<file path="src/core/svc_defines.vh">
// shared constants for the bus-programmed voltage code controller
`ifndef SVC_DEFINES_VH
`define SVC_DEFINES_VH

// bus slave address, 8-bit write form E2H, 7-bit form below
`define SVC_ADDR7 7'h71

// voltage code register width and power-on value
`define SVC_CODE_W 5
`define SVC_CODE_RESET 5'h1F

// command byte encodings, neutral defaults
`define SVC_CMD_SETUP 8'h01
`define SVC_CMD_ON 8'h02
`define SVC_CMD_OFF 8'h03
`define SVC_CMD_READ 8'h04

// settling interval and clock period
`define SVC_SETTLE_NS 50000
`define SVC_CLK_PERIOD_PS 25000
`define SVC_TMR_W 12

// pending pair tracking codes
`define SVC_PEND_NONE 2'h0
`define SVC_PEND_ON 2'h1
`define SVC_PEND_OFF 2'h2

// output level steps in millivolts
`define SVC_MV_LOW_TOP 12'h802
`define SVC_MV_LOW_STEP 12'h032
`define SVC_MV_HIGH_TOP 12'hDAC
`define SVC_MV_HIGH_STEP 12'h064
`define SVC_MV_ALL_ONES 12'h7D0

`endif

</file>
<file path="src/core/svc_smbus_slave.v">
// word read/write bus slave engine, oversampled on the system clock
`timescale 1ns/1ps
`include "svc_defines.vh"

module svc_smbus_slave #(
	parameter [6:0] ADDR = `SVC_ADDR7
) (
	// clock and reset
	input wire clk,
	input wire reset,
	// synchronised bus lines
	input wire scl_s,
	input wire sda_s,
	output reg sda_oe_reg,
	// read-back bytes
	input wire [7:0] tx_lo,
	input wire [7:0] tx_hi,
	// transaction events
	output reg evt_wr_reg,
	output reg evt_rd_reg,
	output reg full_reg,
	output reg [7:0] cmd_reg,
	output reg [7:0] dlo_reg,
	output reg [7:0] dhi_reg
);

	localparam ST_IDLE = 3'h0;
	localparam ST_RX = 3'h1;
	localparam ST_ACK = 3'h2;
	localparam ST_TX = 3'h3;
	localparam ST_TACK = 3'h4;

	reg [2:0] state_reg;
	reg [3:0] bit_reg;
	reg [7:0] sh_reg;
	reg [1:0] nbyte_reg;
	reg addr_ph_reg;
	reg mine_reg;
	reg rd_reg;
	reg txsel_reg;
	reg scl_q_reg;
	reg sda_q_reg;

	wire start = scl_s & scl_q_reg & sda_q_reg & ~sda_s;
	wire stop = scl_s & scl_q_reg & ~sda_q_reg & sda_s;
	wire rise = scl_s & ~scl_q_reg;
	wire fall = ~scl_s & scl_q_reg;
	wire [7:0] tx_byte = txsel_reg ? tx_hi : tx_lo;

	always @(posedge clk) begin
		if (reset) begin
			state_reg <= ST_IDLE;
			bit_reg <= 4'h0;
			sh_reg <= 8'h00;
			nbyte_reg <= 2'h0;
			addr_ph_reg <= 1'b0;
			mine_reg <= 1'b0;
			rd_reg <= 1'b0;
			txsel_reg <= 1'b0;
			scl_q_reg <= 1'b1;
			sda_q_reg <= 1'b1;
			sda_oe_reg <= 1'b0;
			evt_wr_reg <= 1'b0;
			evt_rd_reg <= 1'b0;
			full_reg <= 1'b0;
			cmd_reg <= 8'h00;
			dlo_reg <= 8'h00;
			dhi_reg <= 8'h00;
		end else begin
			scl_q_reg <= scl_s;
			sda_q_reg <= sda_s;
			evt_wr_reg <= 1'b0;
			evt_rd_reg <= 1'b0;
			if (start) begin
				// repeated start keeps the command byte already taken
				state_reg <= ST_RX;
				bit_reg <= 4'h0;
				addr_ph_reg <= 1'b1;
				sda_oe_reg <= 1'b0;
			end else if (stop) begin
				if (mine_reg & ~rd_reg) begin
					evt_wr_reg <= 1'b1;
					full_reg <= (nbyte_reg == 2'h3);
				end
				state_reg <= ST_IDLE;
				sda_oe_reg <= 1'b0;
				mine_reg <= 1'b0;
				rd_reg <= 1'b0;
				nbyte_reg <= 2'h0;
			end else begin
				case (state_reg)
				ST_RX: begin
					// sample on the rising bus clock edge
					if (rise && bit_reg != 4'h8) begin
						sh_reg <= {sh_reg[6:0], sda_s};
						bit_reg <= bit_reg + 4'h1;
					end else if (fall && bit_reg == 4'h8) begin
						addr_ph_reg <= 1'b0;
						if (addr_ph_reg) begin
							if (sh_reg[7:1] == ADDR) begin
								sda_oe_reg <= 1'b1;
								mine_reg <= 1'b1;
								rd_reg <= sh_reg[0];
								evt_rd_reg <= sh_reg[0];
								txsel_reg <= 1'b0;
								state_reg <= ST_ACK;
							end else begin
								// other slaves are left alone
								mine_reg <= 1'b0;
								state_reg <= ST_IDLE;
							end
						end else begin
							case (nbyte_reg)
							2'h0: cmd_reg <= sh_reg;
							2'h1: dlo_reg <= sh_reg;
							2'h2: dhi_reg <= sh_reg;
							default: ;
							endcase
							if (nbyte_reg != 2'h3)
								nbyte_reg <= nbyte_reg + 2'h1;
							sda_oe_reg <= 1'b1;
							state_reg <= ST_ACK;
						end
					end
				end
				ST_ACK: begin
					if (fall) begin
						if (rd_reg) begin
							// drive data out on the falling edge
							sda_oe_reg <= ~tx_byte[7];
							sh_reg <= {tx_byte[6:0], 1'b0};
							bit_reg <= 4'h1;
							state_reg <= ST_TX;
						end else begin
							sda_oe_reg <= 1'b0;
							bit_reg <= 4'h0;
							state_reg <= ST_RX;
						end
					end
				end
				ST_TX: begin
					if (fall) begin
						if (bit_reg == 4'h8) begin
							sda_oe_reg <= 1'b0;
							state_reg <= ST_TACK;
						end else begin
							sda_oe_reg <= ~sh_reg[7];
							sh_reg <= {sh_reg[6:0], 1'b0};
							bit_reg <= bit_reg + 4'h1;
						end
					end
				end
				ST_TACK: begin
					if (rise) begin
						if (sda_s) begin
							state_reg <= ST_IDLE;
						end else begin
							txsel_reg <= 1'b1;
							state_reg <= ST_ACK;
						end
					end
				end
				default: state_reg <= ST_IDLE;
				endcase
			end
		end
	end

endmodule // svc_smbus_slave

</file>
<file path="src/core/svc_top.v">
// on/off command interpreter, voltage code registers and settling timer
`timescale 1ns/1ps
`include "svc_defines.vh"

module svc_top #(
	parameter [7:0] CMD_SETUP = `SVC_CMD_SETUP,
	parameter [7:0] CMD_ON = `SVC_CMD_ON,
	parameter [7:0] CMD_OFF = `SVC_CMD_OFF,
	parameter [7:0] CMD_READ = `SVC_CMD_READ,
	parameter SETTLE_NS = `SVC_SETTLE_NS,
	parameter CLK_PERIOD_PS = `SVC_CLK_PERIOD_PS
) (
	// clock and reset
	input wire clk,
	input wire reset,
	// serial bus pins
	input wire scl_in,
	input wire sda_in,
	output reg sda_out_reg,
	output reg sda_oe_reg,
	// control pins
	input wire regulator_enable_in,
	input wire setting_select,
	// soft-start pull-down, open drain
	input wire softstart_pull_down_in,
	output reg softstart_pull_down_out_reg,
	output reg softstart_pull_down_oe_reg,
	// settling timer, open drain
	input wire settle_timer_out_in,
	output reg settle_timer_out_out_reg,
	output reg settle_timer_out_oe_reg,
	// status and active divider setting
	output reg converter_off_status_reg,
	output reg bus_on_state_reg,
	output reg [`SVC_CODE_W-1:0] voltage_code_reg,
	output reg [11:0] output_mv_reg
);

	// least time rounds up to whole cycles
	localparam integer SETTLE_CYC_I = (SETTLE_NS * 1000 + CLK_PERIOD_PS - 1) / CLK_PERIOD_PS;
	localparam [`SVC_TMR_W-1:0] SETTLE_CYC = SETTLE_CYC_I[`SVC_TMR_W-1:0];

	// pin synchronisers
	reg scl_m_reg, scl_s_reg;
	reg sda_m_reg, sda_s_reg;
	reg en_m_reg, en_s_reg;
	reg sel_m_reg, sel_s_reg, sel_q_reg;

	// command state
	reg [`SVC_CODE_W-1:0] voltage_code_low_sel_reg;
	reg [`SVC_CODE_W-1:0] voltage_code_high_sel_reg;
	reg setup_done_reg;
	reg [1:0] pend_reg;
	reg on_q_reg;
	reg [`SVC_TMR_W-1:0] tmr_reg;

	wire slv_oe;
	wire evt_wr;
	wire evt_rd;
	wire evt_full;
	wire [7:0] cmd;
	wire [7:0] dlo;
	wire [7:0] dhi;

	wire conv_on = bus_on_state_reg & en_s_reg;
	// read-back: each code followed by the off status bit
	wire [7:0] rb_lo = {2'b00, voltage_code_low_sel_reg, converter_off_status_reg};
	wire [7:0] rb_hi = {2'b00, voltage_code_high_sel_reg, converter_off_status_reg};

	// code to output level, two step ranges and one odd code
	function [11:0] code_to_mv;
		input [`SVC_CODE_W-1:0] code;
		reg [11:0] idx;
		begin
			idx = {8'h00, code[3:0]};
			if (code == `SVC_CODE_RESET)
				code_to_mv = `SVC_MV_ALL_ONES;
			else if (code[4])
				code_to_mv = `SVC_MV_HIGH_TOP - idx * `SVC_MV_HIGH_STEP;
			else
				code_to_mv = `SVC_MV_LOW_TOP - idx * `SVC_MV_LOW_STEP;
		end
	endfunction

	svc_smbus_slave #(
		.ADDR(`SVC_ADDR7)
	) u_slave (
		.clk(clk),
		.reset(reset),
		.scl_s(scl_s_reg),
		.sda_s(sda_s_reg),
		.sda_oe_reg(slv_oe),
		.tx_lo(rb_lo),
		.tx_hi(rb_hi),
		.evt_wr_reg(evt_wr),
		.evt_rd_reg(evt_rd),
		.full_reg(evt_full),
		.cmd_reg(cmd),
		.dlo_reg(dlo),
		.dhi_reg(dhi)
	);

	// bus, enable and select pins pass two flops; a glitch there is not filtered and can decode as a bus edge
	always @(posedge clk) begin
		if (reset) begin
			scl_m_reg <= 1'b1;
			scl_s_reg <= 1'b1;
			sda_m_reg <= 1'b1;
			sda_s_reg <= 1'b1;
			en_m_reg <= 1'b0;
			en_s_reg <= 1'b0;
			sel_m_reg <= 1'b0;
			sel_s_reg <= 1'b0;
			sel_q_reg <= 1'b0;
		end else begin
			scl_m_reg <= scl_in;
			scl_s_reg <= scl_m_reg;
			sda_m_reg <= sda_in;
			sda_s_reg <= sda_m_reg;
			en_m_reg <= regulator_enable_in;
			en_s_reg <= en_m_reg;
			sel_m_reg <= setting_select;
			sel_s_reg <= sel_m_reg;
			sel_q_reg <= sel_s_reg;
		end
	end

	// bus data pin: only ever pulls low
	always @(posedge clk) begin
		if (reset) begin
			sda_out_reg <= 1'b0;
			sda_oe_reg <= 1'b0;
		end else begin
			sda_out_reg <= 1'b0;
			sda_oe_reg <= slv_oe;
		end
	end

	// command interpreter
	always @(posedge clk) begin
		if (reset) begin
			voltage_code_low_sel_reg <= `SVC_CODE_RESET;
			voltage_code_high_sel_reg <= `SVC_CODE_RESET;
			setup_done_reg <= 1'b0;
			pend_reg <= `SVC_PEND_NONE;
			bus_on_state_reg <= 1'b0;
		end else if (evt_rd) begin
			// a read to our address breaks any pair in progress
			pend_reg <= `SVC_PEND_NONE;
		end else if (evt_wr) begin
			if (evt_full && cmd == CMD_SETUP) begin
				// only setup ever latches codes
				if (!conv_on) begin
					voltage_code_low_sel_reg <= dlo[`SVC_CODE_W-1:0];
					voltage_code_high_sel_reg <= dhi[`SVC_CODE_W-1:0];
					setup_done_reg <= 1'b1;
				end
				pend_reg <= `SVC_PEND_NONE;
			end else if (evt_full && cmd == CMD_ON) begin
				// data bytes are dropped here
				if (!setup_done_reg) begin
					pend_reg <= `SVC_PEND_NONE;
				end else if (pend_reg == `SVC_PEND_ON) begin
					bus_on_state_reg <= 1'b1;
					pend_reg <= `SVC_PEND_NONE;
				end else begin
					pend_reg <= `SVC_PEND_ON;
				end
			end else if (evt_full && cmd == CMD_OFF) begin
				if (pend_reg == `SVC_PEND_OFF) begin
					bus_on_state_reg <= 1'b0;
					pend_reg <= `SVC_PEND_NONE;
				end else begin
					pend_reg <= `SVC_PEND_OFF;
				end
			end else begin
				// short or unknown writes to us break a pair
				pend_reg <= `SVC_PEND_NONE;
			end
		end
	end

	// converter control outputs and settling timer
	always @(posedge clk) begin
		if (reset) begin
			converter_off_status_reg <= 1'b1;
			softstart_pull_down_out_reg <= 1'b0;
			softstart_pull_down_oe_reg <= 1'b1;
			settle_timer_out_out_reg <= 1'b0;
			settle_timer_out_oe_reg <= 1'b1;
			on_q_reg <= 1'b0;
			tmr_reg <= SETTLE_CYC;
		end else begin
			on_q_reg <= conv_on;
			softstart_pull_down_out_reg <= 1'b0;
			settle_timer_out_out_reg <= 1'b0;
			converter_off_status_reg <= ~conv_on;
			if (!conv_on) begin
				// enable low wins over bus state
				softstart_pull_down_oe_reg <= 1'b1;
				settle_timer_out_oe_reg <= 1'b1;
				tmr_reg <= SETTLE_CYC;
			end else if (!on_q_reg || (sel_s_reg != sel_q_reg)) begin
				// fresh turn-on or select toggle restarts the count
				softstart_pull_down_oe_reg <= 1'b0;
				settle_timer_out_oe_reg <= 1'b1;
				tmr_reg <= SETTLE_CYC - 1'b1;
			end else if (tmr_reg != {`SVC_TMR_W{1'b0}}) begin
				softstart_pull_down_oe_reg <= 1'b0;
				settle_timer_out_oe_reg <= 1'b1;
				tmr_reg <= tmr_reg - 1'b1;
			end else begin
				softstart_pull_down_oe_reg <= 1'b0;
				settle_timer_out_oe_reg <= 1'b0;
			end
		end
	end

	// active divider setting, 10:5 selection
	always @(posedge clk) begin
		if (reset) begin
			voltage_code_reg <= `SVC_CODE_RESET;
			output_mv_reg <= `SVC_MV_ALL_ONES;
		end else begin
			voltage_code_reg <= sel_s_reg ? voltage_code_high_sel_reg : voltage_code_low_sel_reg;
			output_mv_reg <= code_to_mv(sel_s_reg ? voltage_code_high_sel_reg :
				voltage_code_low_sel_reg);
		end
	end

endmodule // svc_top

</file>
<file path="config.mk">
export PLATFORM = sky130hd
export DESIGN_NAME = svc_top
export DESIGN_NICKNAME = d
export VERILOG_FILES = /design/src/core/svc_smbus_slave.v /design/src/core/svc_top.v
export VERILOG_INCLUDE_DIRS = /design/src /design/src/core
export SDC_FILE = /design/constraint.sdc
export NUM_CORES = 1
export LEC_CHECK = 0
export BUFFER_PORTS_ARGS = -buffer_cell sky130_fd_sc_hd__buf_2
export CAP_MARGIN = 15
export CORE_MARGIN = 1
export CORE_UTILIZATION = 33
export DETAILED_ROUTE_END_ITERATION = 7
export REMOVE_ABC_BUFFERS = 1
export SETUP_SLACK_MARGIN = 0.5
export SYNTH_ARGS = -nofsm -noshare
export SYNTH_HDL_FRONTEND = slang
export SYNTH_SLANG_ARGS = --single-unit
</file>
<file path="constraint.sdc">
create_clock -name clk -period 4.95 [get_ports clk]
set_input_delay 0.99 -clock clk [delete_from_list [all_inputs] [get_ports clk]]
set_output_delay 0.99 -clock clk [all_outputs]
set_load 0.01 [all_outputs]
</file>
Word-level counts from Yosys, hierarchy flattened
Cells that the tools add are included.

Reduce and logical (&&, ||, !) cells: 45. Equal/unequal tests: 43. Muxes and demuxes: 83. Bitwise operators: 26. Add/sub/neg operators: 5. Multipliers: 2.

Operators with widths (count): $mux W1 (44); $mux W8 (5); $reduce_and A6 Y1 (6); $mux W2 (14); $reduce_and A7 Y1 (4); $ne A2 B1 Y1 const B (13); $pmux W8 S3 (1); $reduce_bool A2 Y1 (11); $ne A4 B1 Y1 const B (5); $mul A4 B5 Y9 const B (2); $mux W3 (6); $eq A8 B2 Y1 const B (2); $mux W4 (4); $not A1 Y1 (16); $mux W5 (3); $mux W12 (1); $ne A2 B2 Y1 const B (6); $pmux W3 S4 (1); $pmux W4 S3 (1); $reduce_bool A12 Y1 (1); $sub A12 B1 Y12 const B (1); $sub A12 B10 Y12 const A (1); $sub A12 B11 Y12 const A (1); $and A1 B1 Y1 (9); 32 further kinds (46).

Input bits: 8. Word-level logic and storage cells: 245. Output and inout bits: 25. Bits in registers: 102.

Longest topological paths before layout
Gate-level depths: netlist of run 1.

Depth in word-level cells: 8. Mapped depth: 13. Depth with buffers taken out: 11.

Modules after synthesis
From an unflattened synthesis of run 1, not the netlist that was laid out.

Cell total of the unflattened synthesis: 531. Area, all modules: 5007.3 sq um.

Modules (own cells, without submodules): svc_top (times used 1, area each 2560.0 sq um, cells each 276, seq. area each 1101.1 sq um); svc_smbus_slave (times used 1, area each 2447.3 sq um, cells each 255, seq. area each 1021.0 sq um).

Worst setup path before layout of run 1
Ideal clock, no wire load.

Path kind: register -> register. Start point: reg sel_s_reg. End point: reg output_mv_reg[10]. Required time: 4814 ps. Period minus slack after synthesis: 3016 ps. Data arrival time: 2880 ps. Cell stages (with the launch flop): 13. Setup slack: 1934 ps. Library setup time: 136 ps. Buffers on the path: 2. Cell sequence: dfxtp_1 -> buf_2 -> mux2i_1 -> inv_1 -> ha_1 -> ha_1 -> inv_1 -> fa_1 -> clkbuf_1 -> nand2_1 -> a2111o_1 -> a21boi_0 -> o21ai_1.

Cells in the longest elaborated chain, start to end: 4. Elaborated cells between the ends (all ways): 8. Classes of those cells: add/sub (2); mul (2); eq/ne (1); mux (2); reduce/logical (1).

Ends and longest elaborated chain: start: declaration (line svc_top.v:47) `reg sel_m_reg, sel_s_reg, sel_q_reg;`; start signal: assignment (line svc_top.v:123) `sel_s_reg <= sel_m_reg;`; $mux W5 (*) (line svc_top.v:226) `output_mv_reg <= code_to_mv(sel_s_reg ? voltage_code_high_sel_reg :`; $mul A4 B5 Y9 (no line); $sub A12 B10 Y12 (no line) / $sub A12 B11 Y12 (equally long branches); $mux W12 (line svc_top.v:78) `else if (code[4])`; end signal: assignment (line svc_top.v:223) `` output_mv_reg <= `SVC_MV_ALL_ONES; ``; end signal: assignment (line svc_top.v:226); end: declaration (line svc_top.v:36) `output reg [11:0] output_mv_reg`.

Mark *: on every way between the ends. The rest lies on a longest branch, timed or not. A chain may end at the register's enable or synchronous reset.

Final worst setup path of run 1
Start point: reg sel_s_reg. End point: reg output_mv_reg[9].

The elaborated chain is that of the path after synthesis.

==> results.md, run 1 <==
* Outcome: completed
* P&R area growth vs syn at 11.8%
* Number of synthesized flops with an enable pin at 0
* Final ANT Viol Nets at 0
* CTS H-tree depth at 3
* Commonest non-fill, non-tap cell in the layout: dfxtp_1
* Initial drt markers at 268
* Arrival time worst endpoint at 3.76 ns
* CP Data Required Time at 5.19 ns
* Leading cell types in the layout, fill and taps excluded: dfxtp_1, nor2_1, nand2_1
* Post-cts resize count at 0
* Initial antenna violation count at 0
* Die width at 122 um
* Worst setup EP type: register
* Synthesis Warnings at 0
* Actual slew at the worst max-slew pin at 1.08 ns
* First-pass GRT wire length at 16000 um
* Mapped Cells at 551
* Setup violators final at 0
* P per Cell Area at 302 nW/um^2
* I/O Pins at 33
* Ys flop type: dfxtp_1
* RSZ-0062 raised after global routing: no
* Clk pin slew, worst setup/hold paths at 0.06 ns
* Final Skew at 0.00768 ns
* Worst-path fanout max at 8
* Inserted Diodes at 0
* Post-DR vias/cell at 4.97
* Overall Power at 1.61 mW
* Core area at 14000 um^2
* Total die area at 14900 um^2
* Largest net degree at the start of global routing at 41
* Min Hold Slack at 0.407 ns
* Lkg Pwr at 1.87 nW
* Clock Tree Root: clkbuf_16
* Cell Area, Placed at 5010 um^2
* Ratio of cells with drive above 1 in the final layout at 0.121
* Relative slew slack at 0.257
* Max Root-Sink Buffers at 2
* Max cap viols at 0
* Cell area after layout at 5340 um^2
* Flop-to-flop setup slack at 1.43 ns
* Postcts setup bufs at 0
* Fmax at 0.284 GHz
* Nets at 595
* DRT Pass-1 Iters at 5
* Fillers at 1418
* Initial Util at 0.341
* GRT Total Usage at 0.136
* Vias in the first global route at 3453
* Placer congestion estimate at 0.870
* Rows at 43
* DRC violations left at 0
* Async S/R FF share, synth at 0
* WS Path Type: reg2reg
* Mapped Area at 4770 um^2
* Routed wire length at 9540 um
* Wire per inst at 12.7 um
* Final worst path period share at 0.712
* Fin. Hold Viols at 0
* Max FFs per register at 12
* Port bufs at 26
* Hold Buf Count CTS at 0
* Fin crit period at 3.52 ns
* Worst vdd ir at 176 uV
* Via count at 3734
* Register area share after synthesis at 0.420
* Mapped Avg Cell Area at 8.66 um^2
* Hold WC Path Type: reg2reg
* Fin. max-slew vios at 0
* Post-synthesis cell type count at 60
* Total negative slack at 0 ns
* Die Y at 122 um
* Startpoint Class: register
* Post-DP HPWL at 6720 um
* Cts bufs inserted at 9
* TritonCTS clock tree: built
* Synthesis-stage register bit count at 100
* Clock sink total at 100
* Worst-Skew Late Latency at 0.35 ns
* Grt ovf at 0
==> cells by family (layout without fill, tap and decap cells) <==
| group | after synthesis | in the layout | synth area share |
|---|---|---|---|
| adders and majority gates | 20 | 20 | 0.0540 |
| and+or+nand+nor | 222 | 222 | 0.240 |
| buffers and inverters | 60 | 77 | 0.0564 |
| DFF | 100 | 100 | 0.420 |
| other | 1 | 4 | 0.000786 |
| muxes | 26 | 26 | 0.0558 |
| xor gates and xnor gates | 18 | 18 | 0.0330 |
| AOI/OAI and AO/OA | 104 | 104 | 0.140 |
==> cell type report <==
type / count / area [um^2] / share of cell area
multi-input cells: 394 / 2510 / 0.471
flip-flops and latches: 100 / 2000 / 0.375
clock buffers: 10 / 239 / 0.0448
well taps: 180 / 225 / 0.0422
repair buffers: 28 / 145 / 0.0272
inverters: 34 / 128 / 0.0239
clock inverters: 5 / 85.1 / 0.0159
==> critical path, stage by stage (launching register included) <==
cell       delay [ns]
dfxtp_1          0.54
mux2i_1          0.61
inv_1            0.20
ha_1             0.33
ha_1             0.20
inv_1            0.07
fa_1             0.64
and3b_1          0.22
and3_1           0.18
nand2_1          0.10
xor2_1           0.19
a2bb2oi_1        0.13
==> stage by stage <==
stage / worst slack [ns] / instances / util
2_1_floorplan: 1.97 / 528 / -
3_3_place_gp: 1.61 / 736 / 0.358
3_5_place_dp: 1.49 / 736 / 0.358
4_1_cts: 1.48 / 751 / 0.381
5_1_grt: 1.20 / 751 / 0.381
6_report: 1.43 / 751 / 0.381
==> layer usage <==
| metal | global-route usage | wire length, um | vias up |
|---|---|---|---|
| met4 | 0.0671 | 182 | 0 |
| met1 | 0.179 | 4840 | 1730 |
| met2 | 0.209 | 4200 | 68 |
| met5 | 0 | 0 | - |
| li1 | - | - | 1924 |
| met3 | 0.0279 | 315 | 12 |
==> synth_stat cells, types with 2 or more instances <==
cell	n	area, um^2
dfxtp_1	100	2000
nor2_1	58	218
nand2_1	51	191
a21oi_1	47	235
inv_1	34	128
nand3_1	27	135
mux2i_1	21	210
ha_1	19	238
nor2b_1	13	81.3
nand2b_1	12	75.1
xnor2_1	12	105
a211o_1	11	96.3
or2_2	11	68.8
clkbuf_1	10	37.5
nor3_1	10	50.1
a211oi_1	9	67.6
o21ai_0	9	45.0
buf_4	6	45.0
xor2_1	6	52.6
buf_2	5	25.0
mux2_2	5	56.3
nand4b_1	5	43.8
nand3b_1	4	30.0
nor4_1	4	25.0
or3_1	4	25.0
a21boi_0	3	22.5
and2_1	3	18.8
and3b_1	3	26.3
buf_1	3	11.3
a21o_1	2	15.0
a31o_2	2	17.5
a31oi_1	2	12.5
a32oi_1	2	17.5
and3_1	2	12.5
and4_1	2	17.5
buf_6	2	22.5
nand4_1	2	12.5
nor3b_1	2	15.0
nor4_2	2	25.0
nor4bb_1	2	20.0
o211ai_1	2	15.0
o21a_1	2	15.0
o21ba_2	2	20.0
o22ai_1	2	12.5
==> where the power goes <==
group	leakage [nW]	switching, mW	internal (mW)
clock network	0.155	0.299	0.456
logic	0.909	0.0256	0.0153
registers	0.809	0.00636	0.810
total	1.87	0.331	1.28
==> final timing paths <==
path,from,cells after the start,end
min,sda_m_reg,1,sda_s_reg
min reg2reg,sda_m_reg,1,sda_s_reg
max,sel_s_reg,11,output_mv_reg[9]
max reg2reg,sel_s_reg,11,output_mv_reg[9]
Note: power is estimated with default switching activity, not from simulation.
==> run 2: changes to the inputs <==
Settings changed: ABC_AREA from default to 1.
Clock period 4.95 ns to 3.6 ns, I/O delays scaled along.
==> run 2 against run 1 <==
Net effect: first-iteration DRC count down 15%; worst setup slack got worse by 0.59 ns; global-route usage increased by 1.1 points; register-to-register slack worse by 0.59 ns; critical endpoint is now output_mv_reg[11].
==> results.md, run 2 <==
* Vias in the first global route at 3985
* Area leader, netlist: dfxtp_1
* Port bufs at 26
* Grt ovf at 0
* CP top delay family: adder cells
* First-pass GRT wire length at 18800 um
* Global routing's busiest layer: met2
* Fin. Hold Viols at 0
* Met1 Use GR at 0.187
* Clock Tree Root: clkbuf_16
* Async S/R FF share, synth at 0
* Fin crit period at 2.76 ns
* Outcome: completed
* Mapped Avg Cell Area at 7.27 um^2
* Post-DR vias/cell at 4.60
* Register area share after synthesis at 0.396
* Worst-path fanout max at 8
* Ys flop type: dfxtp_1
* GRT Total Usage at 0.146
* Mapped Area at 5050 um^2
* Met2 Track Usage GR at 0.244
* Lkg Pwr at 2.61 nW
* PnR worst setup slack at 0.841 ns
* Met3 usage at 0.0306
* DRT Pass-1 Iters at 4
* Pre-CTS setup slack at 0.708 ns
* Cell area after layout at 5670 um^2
* Final ANT Viol Nets at 0
* Actual slew at the worst max-slew pin at 0.546 ns
* Clk pin slew, worst setup/hold paths at 0.07 ns
* Core area at 14800 um^2
* Worst setup EP type: register
* Startpoint Class: register
* CP cell instances: o21ai_2, inv_1, ha_1, ha_1, inv_1, fa_1, nand2_1, nor2_1, nand2_1, nor2_2, nand3_1, nand2_1, nand2_1, a21oi_1
* TritonCTS clock tree: built
* Initial Util at 0.342
* Slowest stage cell, crit path: fa_1
* Max FFs per register at 12
* Die width at 126 um
* Post-synthesis cell type count at 46
* Yosys top cell area share at 0.396
* Relative slew slack at 0.635
* Initial drt markers at 227
* Number of synthesized flops with an enable pin at 0
* Synthesis Warnings at 0
* Clock sink total at 100
* Critical Path Most Common Cell: nand2_1
* Ratio of cells with drive above 1 in the final layout at 0.127
* Worst-Skew Late Latency at 0.35 ns
* Post-DP HPWL at 7850 um
* Rows at 44
* CP max stage delay at 0.58 ns
* Total negative slack at 0 ns
* Fin. max-slew vios at 0
* Placer congestion estimate at 0.868
* Inserted Diodes at 0
* Total die area at 15800 um^2
* DRC violations left at 0
* RSZ-0062 raised after global routing: no
* Synthesis-stage register bit count at 100
* Top cells by area, synth: dfxtp_1, nand2_1, inv_1
* Arrival time worst endpoint at 3.04 ns
* Cts bufs inserted at 9
* P&R area growth vs syn at 12.3%
* WS Path Type: reg2reg
* P per Cell Area at 420 nW/um^2
* Overall Power at 2.38 mW
* Initial antenna violation count at 0
* Setup violators final at 0
* CP Data Required Time at 3.88 ns
* Hold WC Path Type: reg2reg
* Nets at 749
* Critical path buffer and inverter count at 2
* Largest net degree at the start of global routing at 36
* Max Root-Sink Buffers at 2
* Max cap viols at 0
* Cell with the most instances after synthesis: nand2_1
* Cell Area, Placed at 5330 um^2
* Fmax at 0.362 GHz
* Commonest non-fill, non-tap cell in the layout: nand2_1
* CTS H-tree depth at 3
* Mapped Cells at 695
* Die Y at 126 um
* Routed wire length at 10600 um
* Synth cell count leaders: nand2_1, dfxtp_1, inv_1
* Final Skew at 0.00657 ns
* Worst vdd ir at 259 uV
* Hold Buf Count CTS at 0
* I/O Pins at 33
* Leading cell types in the layout, fill and taps excluded: nand2_1, dfxtp_1, inv_1
* Final worst path period share at 0.766
* Wire per inst at 11.6 um
* Via count at 4184
-- run 2: cell count changes in the layout (fill, tap and decap cells not counted), sizes merged, moves of 6 or more --
cell    change
nand3      +38
nor4        -6
nand2     +104
o21ai      +33
nand2b     -12
a211oi      -7
inv        +64
nor2b      -13
nor2       +24
xnor2      -10
a21oi      +10
a211o      -11
o211ai      +6
mux2i      -21
-- run 2: power by group --
part / total (mW) / internal [mW] / switching [mW]
Sequential: 1.14 / 1.13 / 0.0131
Combinational: 0.180 / 0.0608 / 0.119
Clock: 1.06 / 0.649 / 0.413
-- run 2: layer usage --
metal | part of all wire | vias up
li1 | - | 2276
met1 | 0.50 | 1834
met2 | 0.46 | 62
met3 | 0.036 | 12
met4 | 0.012 | 0
met5 | 0 | -
-- run 2: tightest hold or removal path: cells and delay by family (launching register included) --
family | cells | cell delay [ns]
flip-flops | 1 | 0.30
buffers and inverters | 1 | 0.04
AND/OR/NAND/NOR | 1 | 0.03
-- run 2: per-stage QoR --
stage / hold WS (ns) / std cells / util
after CTS: 0.406 / 910 / 0.384
after detailed placement: 0.394 / 894 / 0.361
after floorplan: 0.388 / 681 / -
after global routing: 0.425 / 910 / 0.384
after global placement: 0.394 / 894 / 0.361
final: 0.404 / 910 / 0.384
-- run 2: worst paths after layout --
kind         slack, ns                 to      start  cells past startpoint
min               0.40           en_s_reg   en_m_reg                      2
max               0.84  output_mv_reg[11]  sel_s_reg                     14
max reg2reg       0.84  output_mv_reg[11]  sel_s_reg                     14
min reg2reg       0.40           en_s_reg   en_m_reg                      2
-- run 2: kinds of logic (layout without fill, tap and decap cells) --
group / Yosys count / after routing / share of synthesized area
AOI/OAI and AO/OA: 118 / 118 / 0.133
xor gates and xnor gates: 9 / 9 / 0.0156
adders and majority gates: 20 / 20 / 0.0510
buffers and inverters: 117 / 145 / 0.0971
DFF: 100 / 100 / 0.396
other: 1 / 4 / 0.000742
and+or+nand+nor: 330 / 330 / 0.306
-- run 2: final cells by class --
type                    instances  area (um^2)
repair buffers                 29          153
well taps                     184          230
clock buffers                  11          253
fillers                      1573         9080
clock inverters                 5         82.6
inverters                     100          377
flip-flops and latches        100         2000
multi-input cells             481         2570
-- run 2: timing repair --
item,CTS,global route
gates resized for setup,0,4
setup endpoints to repair,0,4
buffers inserted,0,0
